**src/hw/ccp_pkg.sv**
```systemverilog
/*
 * Shared constants for the clock source and prescaler configuration block:
 * register offsets, field positions, reset values, switch timing and the
 * decode functions for every prescaler and multiplier field.
 * Assumes byte addressing on a 32-bit register bus.
 */
package ccp_pkg;

   // Register byte offsets
   localparam logic [3:0] CCP_OFS_OSC_CTRL = 4'h0;
   localparam logic [3:0] CCP_OFS_CFG_MAIN = 4'h4;

   // Reset values and write masks
   localparam logic [31:0] CCP_CFG_RESET = 32'h0000_0000;
   localparam logic [31:0] CCP_CFG_WMASK = 32'hbfff_fff3; // Bit 30 and status bits 3:2 are not writable
   localparam logic [31:0] CCP_USB_MASK = 32'h80c0_0000;
   localparam logic [31:0] CCP_ZERO_WORD = 32'h0000_0000;

   // Oscillator control fields
   localparam int CCP_RC8_EN_BIT = 0;
   localparam int CCP_RC8_RDY_BIT = 1;
   localparam int CCP_CKM_BIT = 19;

   // Main configuration fields
   localparam int CCP_SCS_LSB = 0;
   localparam int CCP_SYSCLK_SOURCE_STATUS_LSB = 2;
   localparam int CCP_AHB_LSB = 4;
   localparam int CCP_APB1_LSB = 8;
   localparam int CCP_APB2_LSB = 11;
   localparam int CCP_ADC_LSB = 14;
   localparam int CCP_PLL_SOURCE_SELECT_BIT = 16;
   localparam int CCP_PREDV_BIT = 17;
   localparam int CCP_PLL_MULTIPLIER_LSB = 18;
   localparam int CCP_USB_LSB = 22;
   localparam int CCP_CKOUT_LSB = 24;
   localparam int CCP_ADC_HI_BIT = 28;
   localparam int CCP_PLL_MULTIPLIER_HI_BIT = 29;
   localparam int CCP_USB_HI_BIT = 31;

   // System clock sources and PLL reference codes
   localparam logic [1:0] CCP_SRC_RC8 = 2'h0;
   localparam logic [1:0] CCP_SRC_XTAL = 2'h1;
   localparam logic [1:0] CCP_SRC_PLL = 2'h2;
   localparam logic [1:0] CCP_SRC_RSVD = 2'h3;
   localparam logic [1:0] CCP_REF_RC48 = 2'h2;

   // Switch latency of the system clock multiplexer, in core_clk cycles
   localparam logic [3:0] CCP_SWITCH_CYCLES = 4'h4;
   localparam int CCP_RATIO_W = 10;

   typedef enum logic [1:0] {
      CCP_SW_IDLE = 2'b01,
      CCP_SW_BUSY = 2'b10
   } ccp_sw_state_t;

   // AHB prescaler ratio
   function automatic logic [9:0] ccp_ahb_ratio(input logic [3:0] c);
      logic [9:0] r;
      r = 10'h001;
      if (c[3]) begin
         case (c[2:0])
            3'h0: r = 10'h002;
            3'h1: r = 10'h004;
            3'h2: r = 10'h008;
            3'h3: r = 10'h010;
            3'h4: r = 10'h040;
            3'h5: r = 10'h080;
            3'h6: r = 10'h100;
            default: r = 10'h200;
         endcase
      end
      return r;
   endfunction

   // APB1 and APB2 prescaler ratio
   function automatic logic [9:0] ccp_apb_ratio(input logic [2:0] c);
      logic [9:0] r;
      r = 10'h001;
      if (c[2]) begin
         r = 10'h002 << c[1:0];
      end
      return r;
   endfunction

   // ADC prescaler ratio; codes 1x.. count the AHB clock
   function automatic logic [9:0] ccp_adc_ratio(input logic [3:0] c);
      logic [9:0] r;
      r = 10'h002;
      if (c[3]) begin
         r = {7'h00, c[1:0], 1'b1} + 10'h002;
      end else begin
         case (c[2:0])
            3'h0: r = 10'h002;
            3'h1: r = 10'h004;
            3'h2: r = 10'h006;
            3'h3: r = 10'h008;
            3'h4: r = 10'h002;
            3'h5: r = 10'h00c;
            3'h6: r = 10'h008;
            default: r = 10'h010;
         endcase
      end
      return r;
   endfunction

   // PLL factor times two, so that 6.5 stays whole
   function automatic logic [5:0] ccp_pll_mult_x2(input logic [4:0] c);
      logic [5:0] r;
      if (c < 5'h0d) begin
         r = 6'({1'b0, c} + 6'h02) << 1;
      end else if (c == 5'h0d) begin
         r = 6'h0d;
      end else if (c < 5'h10) begin
         r = 6'h20;
      end else if (c < 5'h1e) begin
         r = 6'({1'b0, c} + 6'h01) << 1;
      end else begin
         r = 6'h3e;
      end
      return r;
   endfunction

   // USB divisor times two, so that 1.5, 2.5 and 3.5 stay whole
   function automatic logic [3:0] ccp_usb_div_x2(input logic [2:0] c);
      logic [3:0] r;
      case (c)
         3'h0: r = 4'h3;
         3'h1: r = 4'h2;
         3'h2: r = 4'h5;
         3'h3: r = 4'h4;
         3'h4: r = 4'h6;
         3'h5: r = 4'h7;
         default: r = 4'h8;
      endcase
      return r;
   endfunction

endpackage

```
**src/hw/ccp_div_if.sv**
```systemverilog
/*
 * Carrier between the configuration core and one tick divider.
 * Assumes all signals live on core_clk.
 */
`timescale 1ns/100ps
interface ccp_div_if;
   logic in_tick;
   logic [9:0] ratio;
   logic out_tick;
   modport div (input in_tick, input ratio, output out_tick);
   modport ctl (output in_tick, output ratio, input out_tick);
endinterface // ccp_div_if

```
**src/hw/ccp_tick_div.sv**
```systemverilog
/*
 * Enable-pulse divider: one output tick per ratio input ticks.
 * Assumes in_tick is a one-cycle pulse on core_clk; ratio 0 acts as 1.
 */
`timescale 1ns/100ps
module ccp_tick_div
   import ccp_pkg::*;
(
   input wire logic core_clk,
   input wire logic rst,
   ccp_div_if.div bus
);
   logic [CCP_RATIO_W-1:0] cnt_reg;
   logic [CCP_RATIO_W-1:0] ratio_reg;
   logic tick_reg;
   logic wrap;

   // Last input tick of the current period
   assign wrap = (cnt_reg + 10'h001 >= ratio_reg);
   assign bus.out_tick = tick_reg;

   always_ff @(posedge core_clk) begin
      if (rst) begin
         cnt_reg <= '0;
         ratio_reg <= 10'h001;
         tick_reg <= 1'b0;
      end else begin
         tick_reg <= bus.in_tick & wrap;
         if (bus.in_tick) begin
            cnt_reg <= wrap ? '0 : cnt_reg + 10'h001;
            if (wrap) begin
               ratio_reg <= bus.ratio; // New ratio only between whole periods
            end
         end
      end
   end
endmodule // ccp_tick_div

```
**src/hw/ccp_rc8_ctrl.sv**
```systemverilog
/*
 * Enable and ready logic of the internal 8 MHz RC oscillator.
 * Assumes osc_stable and xtal_stuck are already synchronised to core_clk.
 */
`timescale 1ns/100ps
module ccp_rc8_ctrl (
   input wire logic core_clk,
   input wire logic rst,
   input wire logic sw_wr,
   input wire logic sw_val,
   input wire logic sysclk_is_rc8,
   input wire logic wake_pulse,
   input wire logic xtal_stuck,
   input wire logic monitor_en,
   input wire logic osc_stable,
   output logic rc8_enable,
   output logic rc8_ready
);
   logic en_reg;
   logic rdy_reg;
   logic hw_set;

   assign hw_set = wake_pulse | (monitor_en & xtal_stuck);
   assign rc8_enable = en_reg;
   assign rc8_ready = rdy_reg;

   // Hardware set wins over a software clear in the same cycle
   always_ff @(posedge core_clk) begin
      if (rst) begin
         en_reg <= 1'b0;
         rdy_reg <= 1'b0;
      end else begin
         if (hw_set) begin
            en_reg <= 1'b1;
         end else if (sw_wr) begin
            en_reg <= sw_val | sysclk_is_rc8;
         end
         rdy_reg <= osc_stable & (en_reg | monitor_en);
      end
   end
endmodule // ccp_rc8_ctrl

```
**src/hw/ccp_clock_config.sv**
```systemverilog
/*
 * Clock source and prescaler configuration: oscillator control register,
 * main clock configuration register, system clock switch sequencing and
 * enable-pulse prescalers for the AHB, APB1, APB2 and ADC clocks.
 * Assumes an Avalon-MM master on core_clk, oscillator status arriving
 * asynchronously on pins, and the power controller and second
 * configuration register living on core_clk.
 */
// The Avalon-MM interface to the registers was decided locally.
`timescale 1ns/100ps

module ccp_clock_config
   import ccp_pkg::*;
(
   input wire logic core_clk,
   input wire logic rst,
   input wire logic [3:0] avs_address,
   input wire logic avs_read,
   input wire logic avs_write,
   input wire logic [31:0] avs_writedata,
   input wire logic [3:0] avs_byteenable,
   output logic [31:0] avs_readdata,
   output logic avs_waitrequest,
   input wire logic rc8_osc_stable,
   input wire logic crystal_stuck,
   input wire logic low_power_exit,
   input wire logic usb_clock_enabled,
   input wire logic predv_lsb_wr,
   input wire logic predv_lsb_wdata,
   input wire logic predv_upper_zero,
   input wire logic adc_divider_msb,
   input wire logic pll_preselect,
   output logic rc8_enable,
   output logic rc8_ready,
   output logic [1:0] sysclk_source_status,
   output logic ahb_tick,
   output logic apb1_tick,
   output logic apb2_tick,
   output logic adc_tick,
   output logic [3:0] clock_out_source,
   output logic [5:0] pll_mult_x2,
   output logic [3:0] usb_div_x2,
   output logic [1:0] pll_ref_source,
   output logic predivider_low_bit,
   output logic predv_halve
);

   localparam int NDIV = 4;

   // Register state
   logic [31:0] cfg_reg;
   logic [31:0] cfg_next;
   logic ckm_reg;
   logic [31:0] rdata_reg;
   logic wait_reg;
   logic [1:0] sync1_reg;
   logic [1:0] sync2_reg;
   logic [1:0] sysclk_source_status_reg;
   logic [1:0] target_reg;
   logic [3:0] sw_cnt_reg;
   ccp_sw_state_t sw_state_reg;
   logic [3:0] ckout_reg;
   logic [5:0] mult_reg;
   logic [3:0] usb_reg;
   logic [1:0] ref_reg;
   logic halve_reg;

   // Bus decode wires
   logic req;
   logic take;
   logic hit_osc;
   logic hit_cfg;
   logic wr_osc;
   logic wr_cfg;
   logic [31:0] bmask;
   logic [31:0] cfg_wmask;
   logic [31:0] cfg_written;
   logic [31:0] osc_word;
   logic [31:0] read_word;

   // Clock path wires
   logic osc_stable_s;
   logic xtal_stuck_s;
   logic [1:0] scs;
   logic xtal_in_use;
   logic force_rc8;
   logic [3:0] ckout_code;
   logic [3:0] adc_code;
   logic adc_from_ahb;
   logic [4:0] mf_code;
   logic [2:0] usb_code;
   logic sw_done;

   // Avalon request is taken on the edge where waitrequest is low
   assign req = avs_read | avs_write;
   assign take = req & ~wait_reg;
   assign hit_osc = (avs_address == CCP_OFS_OSC_CTRL);
   assign hit_cfg = (avs_address == CCP_OFS_CFG_MAIN);
   assign wr_osc = take & avs_write & hit_osc;
   assign wr_cfg = take & avs_write & hit_cfg;
   assign bmask = {{8{avs_byteenable[3]}}, {8{avs_byteenable[2]}},
                   {8{avs_byteenable[1]}}, {8{avs_byteenable[0]}}};

   assign cfg_wmask = bmask & CCP_CFG_WMASK & ~(usb_clock_enabled ? CCP_USB_MASK : CCP_ZERO_WORD);
   assign cfg_written = (cfg_reg & ~cfg_wmask) | (avs_writedata & cfg_wmask);

   // Synchronised pin levels, only the second stage is read
   assign osc_stable_s = sync2_reg[0];
   assign xtal_stuck_s = sync2_reg[1];

   // Crystal feeds the system clock directly or through the PLL
   assign scs = cfg_reg[CCP_SCS_LSB +: 2];
   assign xtal_in_use = (sysclk_source_status_reg == CCP_SRC_XTAL) |
                        ((sysclk_source_status_reg == CCP_SRC_PLL) & cfg_reg[CCP_PLL_SOURCE_SELECT_BIT] & ~pll_preselect);
   assign force_rc8 = low_power_exit | (ckm_reg & xtal_stuck_s & xtal_in_use);

   // Next value of the main configuration register
   always_comb begin
      cfg_next = wr_cfg ? cfg_written : cfg_reg;
      if (predv_lsb_wr & ~wr_cfg) begin
         cfg_next[CCP_PREDV_BIT] = predv_lsb_wdata;
      end
      // Hardware forcing of the source select wins over software
      if (force_rc8) begin
         cfg_next[CCP_SCS_LSB +: 2] = CCP_SRC_RC8;
      end
      cfg_next[CCP_SYSCLK_SOURCE_STATUS_LSB +: 2] = sysclk_source_status_reg;
   end

   // Oscillator control read image
   assign osc_word = (CCP_ZERO_WORD | (32'(ckm_reg) << CCP_CKM_BIT)
                     | (32'(rc8_ready) << CCP_RC8_RDY_BIT)
                     | (32'(rc8_enable) << CCP_RC8_EN_BIT));

   // Read mux; unmapped offsets read as zero
   assign read_word = hit_osc ? osc_word :
                      hit_cfg ? cfg_reg : CCP_ZERO_WORD;

   // Bus handshake: one wait state, then a single ready cycle
   always_ff @(posedge core_clk) begin
      if (rst) begin
         wait_reg <= 1'b1;
         rdata_reg <= CCP_ZERO_WORD;
      end else begin
         wait_reg <= ~(req & wait_reg);
         if (req & wait_reg) begin
            rdata_reg <= read_word;
         end
      end
   end

   assign avs_waitrequest = wait_reg;
   assign avs_readdata = rdata_reg;

   // Two-flop synchronisers for the oscillator status pins
   always_ff @(posedge core_clk) begin
      if (rst) begin
         sync1_reg <= 2'h0;
         sync2_reg <= 2'h0;
      end else begin
         sync1_reg <= {crystal_stuck, rc8_osc_stable};
         sync2_reg <= sync1_reg;
      end
   end

   always_ff @(posedge core_clk) begin
      if (rst) begin
         cfg_reg <= CCP_CFG_RESET;
         ckm_reg <= 1'b0;
      end else begin
         cfg_reg <= cfg_next;
         if (wr_osc & avs_byteenable[2]) begin
            ckm_reg <= avs_writedata[CCP_CKM_BIT];
         end
      end
   end

   // RC oscillator enable and ready
   ccp_rc8_ctrl u_rc8 (
      .core_clk(core_clk),
      .rst(rst),
      .sw_wr(wr_osc & avs_byteenable[0]),
      .sw_val(avs_writedata[CCP_RC8_EN_BIT]),
      .sysclk_is_rc8(sysclk_source_status_reg == CCP_SRC_RC8),
      .wake_pulse(low_power_exit),
      .xtal_stuck(xtal_stuck_s),
      .monitor_en(ckm_reg),
      .osc_stable(osc_stable_s),
      .rc8_enable(rc8_enable),
      .rc8_ready(rc8_ready)
   );

   // Switch completes after the multiplexer latency
   assign sw_done = (sw_cnt_reg == CCP_SWITCH_CYCLES);

   always_ff @(posedge core_clk) begin
      if (rst) begin
         sw_state_reg <= CCP_SW_IDLE;
         sysclk_source_status_reg <= CCP_SRC_RC8;
         target_reg <= CCP_SRC_RC8;
         sw_cnt_reg <= 4'h0;
      end else begin
         unique case (sw_state_reg)
            CCP_SW_IDLE: begin
               sw_cnt_reg <= 4'h0;
               // Reserved select code leaves the source unchanged
               if (scs != sysclk_source_status_reg && scs != CCP_SRC_RSVD) begin
                  target_reg <= scs;
                  sw_state_reg <= CCP_SW_BUSY;
               end
            end
            CCP_SW_BUSY: begin
               sw_cnt_reg <= sw_cnt_reg + 4'h1;
               if (sw_done) begin
                  sysclk_source_status_reg <= target_reg;
                  sw_state_reg <= CCP_SW_IDLE;
               end
            end
         endcase
      end
   end

   assign sysclk_source_status = sysclk_source_status_reg;

   assign ckout_code = cfg_reg[CCP_CKOUT_LSB +: 4];
   assign mf_code = {cfg_reg[CCP_PLL_MULTIPLIER_HI_BIT], cfg_reg[CCP_PLL_MULTIPLIER_LSB +: 4]};
   assign usb_code = {cfg_reg[CCP_USB_HI_BIT], cfg_reg[CCP_USB_LSB +: 2]};
   assign adc_code = {adc_divider_msb, cfg_reg[CCP_ADC_HI_BIT], cfg_reg[CCP_ADC_LSB +: 2]};
   assign adc_from_ahb = adc_code[3];

   // Registered decode of multiplexer and factor codes
   always_ff @(posedge core_clk) begin
      if (rst) begin
         ckout_reg <= 4'h0;
         mult_reg <= 6'h04;
         usb_reg <= 4'h3;
         ref_reg <= CCP_SRC_RC8;
         halve_reg <= 1'b0;
      end else begin
         // Codes 00xx and the two unused top codes stop the output
         ckout_reg <= (ckout_code[3:2] == 2'h0 || ckout_code[3:1] == 3'h7) ? 4'h0 : ckout_code;
         mult_reg <= ccp_pll_mult_x2(mf_code);
         usb_reg <= ccp_usb_div_x2(usb_code);
         ref_reg <= ~cfg_reg[CCP_PLL_SOURCE_SELECT_BIT] ? CCP_SRC_RC8 :
                    (pll_preselect ? CCP_REF_RC48 : CCP_SRC_XTAL);
         halve_reg <= predv_upper_zero & cfg_reg[CCP_PREDV_BIT];
      end
   end

   assign clock_out_source = ckout_reg;
   assign pll_mult_x2 = mult_reg;
   assign usb_div_x2 = usb_reg;
   assign pll_ref_source = ref_reg;
   assign predivider_low_bit = cfg_reg[CCP_PREDV_BIT];
   assign predv_halve = halve_reg;

   // Prescaler chain: 0 AHB, 1 APB1, 2 APB2, 3 ADC
   ccp_div_if div_bus[NDIV] ();
   logic [NDIV-1:0] src_tick;
   logic [NDIV-1:0] out_tick;
   logic [CCP_RATIO_W-1:0] ratio [NDIV];

   // System clock runs every core_clk cycle
   assign src_tick[0] = 1'b1;
   assign src_tick[1] = out_tick[0];
   assign src_tick[2] = out_tick[0];
   assign src_tick[3] = adc_from_ahb ? out_tick[0] : out_tick[2];

   assign ratio[0] = ccp_ahb_ratio(cfg_reg[CCP_AHB_LSB +: 4]);
   assign ratio[1] = ccp_apb_ratio(cfg_reg[CCP_APB1_LSB +: 3]);
   assign ratio[2] = ccp_apb_ratio(cfg_reg[CCP_APB2_LSB +: 3]);
   assign ratio[3] = ccp_adc_ratio(adc_code);

   // One divider per derived clock
   genvar gi;
   generate
      for (gi = 0; gi < NDIV; gi++) begin : g_div
         assign div_bus[gi].in_tick = src_tick[gi];
         assign div_bus[gi].ratio = ratio[gi];
         assign out_tick[gi] = div_bus[gi].out_tick;
         ccp_tick_div u_div (
            .core_clk(core_clk),
            .rst(rst),
            .bus(div_bus[gi])
         );
      end
   endgenerate

   // Ticks leave straight from the divider flops
   assign ahb_tick = out_tick[0];
   assign apb1_tick = out_tick[1];
   assign apb2_tick = out_tick[2];
   assign adc_tick = out_tick[3];

endmodule // ccp_clock_config

```
**config.mk**
```make
export PLATFORM = sky130hd
export DESIGN_NAME = ccp_clock_config
export DESIGN_NICKNAME = d
export VERILOG_FILES = /design/src/hw/ccp_pkg.sv /design/src/hw/ccp_div_if.sv /design/src/hw/ccp_tick_div.sv /design/src/hw/ccp_rc8_ctrl.sv /design/src/hw/ccp_clock_config.sv
export SDC_FILE = /design/constraint.sdc
export NUM_CORES = 1
export LEC_CHECK = 0
export ABC_AREA = 1
export BUFFER_PORTS_ARGS = -buffer_cell sky130_fd_sc_hd__buf_2
export CORE_MARGIN = 2
export CORE_UTILIZATION = 55
export CTS_BUF_LIST = sky130_fd_sc_hd__clkbuf_4
export DETAILED_ROUTE_END_ITERATION = 12
export PLACE_DENSITY = 0.77
export SLEW_MARGIN = 20
export SYNTH_ARGS = -nofsm -noshare
export SYNTH_HDL_FRONTEND = slang
export SYNTH_SLANG_ARGS = --single-unit
export TNS_END_PERCENT = 100
```
**constraint.sdc**
```tcl
create_clock -name core_clk -period 3.1 [get_ports core_clk]
set_clock_uncertainty 0.15 [all_clocks]
set_input_delay 0.465 -clock core_clk [delete_from_list [all_inputs] [get_ports core_clk]]
set_output_delay 0.465 -clock core_clk [all_outputs]
set_load 0.01 [all_outputs]
```
# Word-level counts from Yosys, hierarchy flattened

Cells that the tools add are included.

Multiplexer cells: 27
Magnitude comparators: 7
Equality and inequality tests: 29
Shift-type cells: 2
Add/subtract/negate cells: 8
Bitwise gates (word level): 36
Reductions and logical operators: 23

Operator list:

| kind                    | count |
|---|---|
| $and A32 B32 Y32        | 3 |
| $mux W32                | 3 |
| $pmux W10 S7            | 1 |
| $not A32 Y32            | 2 |
| $mux W10                | 6 |
| $add A10 B1 Y10 const B | 4 |
| $ge A10 B10 Y1          | 4 |
| $or A32 B32 Y32         | 1 |
| $eq A3 B3 Y1 const B    | 9 |
| $pmux W5 S5             | 1 |
| $mux W6                 | 4 |
| $pmux W4 S6             | 1 |
| $or A20 B1 Y20          | 1 |
| $or A20 B2 Y20          | 1 |
| $shl A2 B2 Y10 const A  | 2 |
| $eq A3 B2 Y1 const B    | 6 |
| $mux W18                | 1 |
| $and A1 B1 Y1           | 17 |
| $reduce_or A2 Y1        | 7 |
| $reduce_and A2 Y1       | 6 |
| $lt A5 B5 Y1 const B    | 2 |
| $eq A3 B1 Y1 const B    | 3 |
| $logic_not A3 Y1        | 3 |
| $eq A4 B3 Y1 const B    | 2 |
| other kinds (22)        | 42 |

Output and inout port bits: 59
Bits in registers: 183
Logic and storage cells: 165

# Longest topological paths before layout

Gate-level depths: netlist of run 1.

Word-level depth: 8
Depth in mapped cells: 16
Mapped depth without buffers: 16

# By module

From an unflattened synthesis of run 1, not the netlist that was laid out.

Cells, all modules: 1374
Area, all modules: 9361.5 um^2

By module, submodules not included:

| module           | cells each | instances | area an instance (um^2) | seq. area each (um^2) |
|---|---|---|---|---|
| ccp_tick_div     | 207        | 4         | 1343.8                  | 420.4 |
| ccp_clock_config | 534        | 1         | 3905.0                  | 1901.8 |
| ccp_rc8_ctrl     | 12         | 1         | 81.3                    | 40.0 |

# Worst setup path after synthesis of run 1

Ideal clock, no wire load.

Path type: register -> register
Start point: register g_div[0].u_div.cnt_reg[0]
End point: register g_div[0].u_div.ratio_reg[0]
Data arrival time: 2.261 ns
Path slack: 0.563 ns
Buffers on the path: 1
Data required time: 2.825 ns
Clock period less this slack: 2.537 ns
Stages on the path, launching flop included: 17
Path through: dfxtp_1 > ha_1 > nand3_1 > nand3b_1 > nor2_1 > nand2_1 > xor2_1 > inv_1 > ha_1 > nand2_1 > nor3_1 > nand4_1 > nand2_1 > nand2_1 > buf_2 > nand3_1 > nand3_1

Word-level cells in the longest chain between the ends: 2

Ends and longest elaborated chain:

| element                  | RTL line           | RTL |
|---|---|---|
| start: declaration       | ccp_tick_div.sv:13 | `logic [CCP_RATIO_W-1:0] cnt_reg;` |
| start signal: assignment | ccp_tick_div.sv:30 | `cnt_reg <= wrap ? '0 : cnt_reg + 10'h001;` |
| $add A10 B1 Y10          | ccp_tick_div.sv:19 | `assign wrap = (cnt_reg + 10'h001 >= ratio_reg);` |
| $ge A10 B10 Y1           | ccp_tick_div.sv:19 |  |
| end signal: assignment   | ccp_tick_div.sv:32 | `ratio_reg <= bus.ratio;` |
| end: declaration         | ccp_tick_div.sv:14 | `logic [CCP_RATIO_W-1:0] ratio_reg;` |

No other way between the ends.
A chain may end at the register's enable or synchronous reset.

# Final worst setup path of run 1

Start point: register g_div[0].u_div.cnt_reg[0]
End point: register g_div[0].u_div.cnt_reg[0]

Word-level cells in the longest chain between the ends: 3

Ends and longest elaborated chain:

| element                    | RTL line |
|---|---|
| $add A10 B1 Y10 (*)        | ccp_tick_div.sv:19, ccp_tick_div.sv:30 |
| $ge A10 B10 Y1             | ccp_tick_div.sv:19 |
| $reduce_or A2 Y1 (no line) | - |

Mark *: on every way between the ends. The rest lies on a longest branch, timed or not.

==> summary.txt, run 1 <==
Slew HR: 0.555
endpoints failing hold: 0
cell taking the most area after synthesis: dfxtp_1
vias per cell: 5.01
H-tree levels: 4
Total Routing Usage GR: 0.235
post-synthesis compound-gate area fraction: 0.0901
row count: 43
XOR/XNOR Fraction of Synth Area: 0.0206
Cell Area, Synth: 7660 um^2
Synth-to-Final Area Change: 15.6%
Synth warnings: 0
first-pass GRT wire length: 28.0 mm
Slew Viols, Final: 0
die area: 14900 um^2
Post-Synth Adder-Cell Area: 0.0620
synth unique cells: 41
Post-CTS Setup Inserts: 0
Fmax: 0.368 GHz
Worst VDD drop: 0.369 mV
initial antenna violation count: 0
time the worst path needs with I/O delays and setup: 2.72 ns
HPWL Detailed: 12.0 mm
number of global-route vias before repair: 6245
Overflow after GRT: 0
final setup vio count: 0
CP Data Required Time: 3.41 ns
mux contribution to synthesized area: 0
Clk network pwr share: 0.338
register bit total from synthesis: 165
area occupied by registers: 3300 um^2
worst setup path class: flop to flop
CP peak stage delay: 0.35 ns
RSZ-0062 raised after global routing: false
Mapped Cells: 1044
placed cell areas: 8330 um^2
# IOs: 112
CTS root buf: clkbuf_4
Core Region: 13700 um^2
nets: 1261
PD cells: 426 nW/um^2
setup TNS: 0 ns
IO buf count: 107
register area share after synthesis: 0.431
Final ANT Viol Nets: 0
Clock Latency Late Sink: 0.57 ns
final instance area: 8860 um^2
type of origin of the critical path: flop
Die Y: 122 um
post-route insts no fill: 1363
Worst Min Path Start: avs_writedata[24]
placed cells: 1307
post-synth top area share: 0.431
period utilization: 0.878
CTS buffer count: 17
slowest CP cell: dfxtp_1
ANT cells: 0
Cell Int Power: 2830 uW
DRC violations left: 0
Clk pin slew, worst setup/hold paths: 0.13 ns
multi-input logic area: 3640 um^2
sw power: 949 uW
CTS tree: yes
via count: 6830
GPL Wtd Cong: 0.866
CP startpoint: g_div[0].u_div.cnt_reg[0]
Max-Cap Viols: 0
Worst EP arrival: 3.03 ns
status: finished clean
Die X: 122 um
worst hold path type: input port to flop
final wirelength: 16.8 mm
Net Sw Frac: 0.251
clk sinks: 165
largest net degree at the start of global routing: 61
main combinational cell family by area after synthesis: simple AND/OR/NAND/NOR gates
Setup crit end kind: flop
Logic pwr share: 0.086
CTS Buffer Depth: 2
sequential power share: 0.575
Post-Syn Nets: 1135
drt pass-1 iters: 5
reg2reg start: g_div[0].u_div.cnt_reg[0]
Filler cells: 1245
simple-gate share of the synthesized area: 0.300
Starting DRT DRC Count: 330
cell mode on critical path: nand2_1
critical path, cell by cell: ha_1, nand3_1, nand3b_1, nor2_1, nand2_1, xor2_1, inv_1, ha_1, nand2_1, nor3_1, nand4_1, nand2_1, nand2_2, nand3_2, nor2_1
share of cells above drive strength 1: 0.156
Initial Util: 0.559
Core Util, Final: 0.646
worst slew pin tran: 0.668 ns
Mean Syn Cell Area: 7.34 um^2
top cells by area, synth: dfxtp_1, nand2_1, inv_1
CP max FO: 12
Static Leak: 0.00394 uW
WL/cell: 12.3 um
## cell usage in the layout, fill, tap and decap left out, drive strengths merged
cell type / n
a2111oi: 1
a211oi: 2
a21oi: 64
a221oi: 1
a31oi: 5
and2: 1
buf: 117
bufinv: 3
clkbuf: 19
clkinv: 10
clkinvlp: 2
conb: 1
dfxtp: 165
dlygate4sd3: 24
ha: 38
inv: 148
nand2: 246
nand3: 79
nand3b: 6
nand4: 32
nor2: 127
nor3: 13
nor3b: 1
o211ai: 2
o21ai: 47
o21bai: 2
o22ai: 4
o31ai: 1
o32ai: 1
or2: 3
xnor2: 3
xor2: 15
## routing by layer
| layer | vias to the layer above | wire length, um | global-route usage |
|---|---|---|---|
| met2 | 164 | 7950 | 0.394 |
| met4 | 0 | 381 | 0.0970 |
| met1 | 3055 | 7590 | 0.290 |
| met3 | 29 | 850 | 0.0566 |
| li1 | 3582 | - | - |
| met5 | - | 0 | 0 |
## timing repair
action | in CTS | in global routing
endpoints found under the setup margin | 0 | 20
gates resized for setup | 0 | 3
hold buffers | 24 | 0
endpoints found under the hold margin | 26 | 0
## Yosys cell counts, drive strengths merged
master,instances
dfxtp,165
a221oi,1
o32ai,1
ha,38
nand3b,6
nand4,32
conb,1
nand3,79
clkbuf,18
a211oi,2
o21ai,47
or2,3
a2111oi,1
and2,1
nand2,246
nor3b,1
xnor2,3
a21oi,64
inv,148
o211ai,2
o22ai,4
o21bai,2
xor2,15
buf,16
nor3,13
o31ai,1
nor2,127
clkinv,2
a31oi,5
## critical path, delay by kind of cell (launching register included)
kind / cells / cell delay [ns]
AND/OR/NAND/NOR: 11 / 1.41
XOR/XNOR: 1 / 0.18
flip-flops: 1 / 0.35
adder cells (fa/ha/maj): 2 / 0.45
buffers and inverters: 1 / 0.07
## worst paths after layout
path                                    end  cells after the start  slack [ns]
setup reg to reg  g_div[0].u_div.cnt_reg[0]                     15        0.38
hold reg to reg                sync2_reg[0]                      2        0.26
setup / recovery  g_div[0].u_div.cnt_reg[0]                     15        0.38
hold / removal                         flop                      3        0.04
## layout make-up
| cell class | instances | area share |
|---|---|---|
| multi-input combinational | 695 | 0.411 |
| sequential | 165 | 0.373 |
| timing repair buffer | 141 | 0.0960 |
| inverter | 150 | 0.0635 |
| tap | 180 | 0.0254 |
| clock buffer | 19 | 0.0161 |
| clock inverter | 13 | 0.0157 |
## power by group through the flow
| stage | sequential, uW | clock, uW | combinational, uW |
|---|---|---|---|
| 3_3_place_gp | 2220 | 0 | 294 |
| 2_1_floorplan | 2220 | 0 | 207 |
| 6_report | 2170 | 1280 | 327 |
| 3_5_place_dp | 2220 | 0 | 305 |
| 5_1_grt | 2180 | 1390 | 365 |
| 4_1_cts | 2170 | 1310 | 327 |
## metrics by stage
stage	total power (uW)	setup slack (ns)	hold slack, ns
3_5_place_dp	2530	0.149	0.246
3_3_place_gp	2520	0.206	0.240
6_report	3780	0.380	0.0402
2_1_floorplan	2420	0.563	0.238
4_1_cts	3810	0.106	0.00105
5_1_grt	3940	0.0757	0.00953
## logic make-up after synthesis
logic type	Yosys count
other	1
and+or+nand+nor	508
AOI/OAI and AO/OA	130
adders and majority gates	38
DFF	165
xor gates and xnor gates	18
buffers and inverters	184
Note: power is estimated with default switching activity, not from simulation.
==> inputs of run 2 (changes only) <==
==> constraint.sdc (replaced) <==
create_clock -name core_clk -period 3 [get_ports core_clk]
set_clock_uncertainty 0.15 [all_clocks]
set_input_delay 0.45 -clock core_clk [delete_from_list [all_inputs] [get_ports core_clk]]
set_output_delay 0.45 -clock core_clk [all_outputs]
set_load 0.01 [all_outputs]
==> run 2 against run 1 <==
Count of clock-buffer cells in the layout grew 4. Utilization grew 0.88 points. Hold slack gained 0.028 ns. Sequential power grew 4%. Highest routed layer unchanged. Critical path depth grew 1. Clock power is essentially flat. Sequential share of layout area shrank 0.50 points. Global-route usage grew 0.28 points. Via count grew 1.0%. Fmax grew 0.48%. Die area is the same. First-iteration DRC count grew 15%.
==> summary.txt, run 2 (synthesis gave the netlist of run 1 again) <==
status: finished clean
Worst VDD drop: 0.338 mV
WL/cell: 12.3 um
Max-Cap Viols: 0
Final ANT Viol Nets: 0
Overflow after GRT: 0
PD cells: 427 nW/um^2
clk sinks: 165
Clk pin slew, worst setup/hold paths: 0.12 ns
type of origin of the critical path: flop
via count: 6899
worst slew pin tran: 0.819 ns
largest net degree at the start of global routing: 61
Worst EP arrival: 3.01 ns
setup TNS: 0 ns
overall power: 3840 uW
metal2 WL: 8.05 mm
share of cells above drive strength 1: 0.157
post-route insts no fill: 1374
die area: 14900 um^2
Synth-to-Final Area Change: 17.2%
endpoints failing hold: 0
Clock Latency Late Sink: 0.57 ns
Fmax: 0.369 GHz
critical path, cell by cell: nand2_1, nor2_1, nand2_1, nor3_4, nand3_1, xor2_2, inv_1, ha_1, nand2_1, nor3_1, nand4_1, nand2_1, nand2_2, buf_4, nand3_1, nand3_1
row count: 43
number of global-route vias before repair: 6236
placed cells: 1305
cell mode on critical path: nand2_1
CP peak stage delay: 0.38 ns
Total Routing Usage GR: 0.238
Setup crit end kind: flop
vias per cell: 5.02
DRC violations left: 0
Starting DRT DRC Count: 379
CTS Buffer Depth: 2
most frequent cells in the layout: nand2_1, dfxtp_1, inv_1
placed cell areas: 8330 um^2
H-tree levels: 4
CTS root buf: clkbuf_4
drt pass-1 iters: 7
Buf+Inv Stages, Crit Path: 2
Die X: 122 um
final setup vio count: 0
IO buf count: 107
time the worst path needs with I/O delays and setup: 2.71 ns
final wirelength: 17.0 mm
CP Data Required Time: 3.31 ns
Die Y: 122 um
Filler cells: 1222
CP max FO: 7
worst hold path type: input port to flop
Static Leak: 0.00401 uW
CTS tree: yes
initial antenna violation count: 2
nets: 1272
# IOs: 112
Max Used Layer: met4
CTS buffer count: 17
DRT met1 WL: 7.51 mm
first-pass GRT wire length: 28.3 mm
most common cell after layout, fill and taps aside: nand2_1
worst setup path class: flop to flop
delay-heaviest family, CP: simple AND/OR/NAND/NOR gates
Core Region: 13700 um^2
Slew HR: 0.454
HPWL Detailed: 11.8 mm
slowest CP cell: dfxtp_1
Initial Util: 0.559
GPL Wtd Cong: 0.867
Slew Viols, Final: 0
final instance area: 8980 um^2
period utilization: 0.903
metal3 WL: 989 um
run 2: path summary, 6_finish.rpt:
| check | endpoint | cells after the start | slack (ns) | start |
|---|---|---|---|---|
| min | flop | 3 | 0.07 | avs_writedata[0] |
| min reg2reg | sync2_reg[0] | 2 | 0.25 | sync1_reg[0] |
| max | g_div[0].u_div.ratio_reg[0] | 16 | 0.29 | g_div[0].u_div.cnt_reg[2] |
| max reg2reg | g_div[0].u_div.ratio_reg[0] | 16 | 0.29 | g_div[0].u_div.cnt_reg[2] |
run 2: area by class of cell:
type,count,area [um^2],share of cell area
Clock buffer,23,173,0.0192
Antenna cell,2,5.00,0.000557
Sequential cell,165,3300,0.368
Clock inverter,7,82.6,0.00919
Timing Repair Buffer,152,976,0.109
Multi-Input combinational cell,695,3660,0.407
Inverter,150,563,0.0627
Tap cell,180,225,0.0251
run 2: report_power, final:
group / total, uW / switching (uW) / internal (uW) / leakage (uW)
Combinational: 337 / 202 / 135 / 0.00253
Sequential: 2250 / 33.5 / 2220 / 0.00133
Clock: 1250 / 714 / 532 / 0.000149
Total: 3840 / 949 / 2890 / 0.00401
run 2: timing repair:
action                     4_1_cts  5_1_grt
hold buffers                    31        5
buffers inserted                 0        1
resized for setup                0        5
hold endpoints to repair        31        5
setup endpoints to repair        0       19
run 2: routing by layer:
metal,track usage,up-vias
met4,0.0984,0
met5,0,-
met2,0.384,191
met1,0.292,3074
met3,0.0787,30
li1,-,3604
run 2: per-stage QoR:
| stage | utilization | hold WS (ns) | setup WS, ns |
|---|---|---|---|
| after CTS | 0.648 | 0.000778 | 0.115 |
| after global placement | 0.607 | 0.240 | 0.230 |
| after floorplan | - | 0.238 | 0.463 |
| after global routing | 0.655 | 0.0228 | -0.0134 |
| final | 0.655 | 0.0677 | 0.292 |
| after detailed placement | 0.607 | 0.251 | 0.158 |
run 2: worst min-delay path: cells and delay by family:
family | cells | cell delay (ns)
buf+inv | 1 | 0.11
compound gates | 1 | 0.06
simple gates | 1 | 0.13
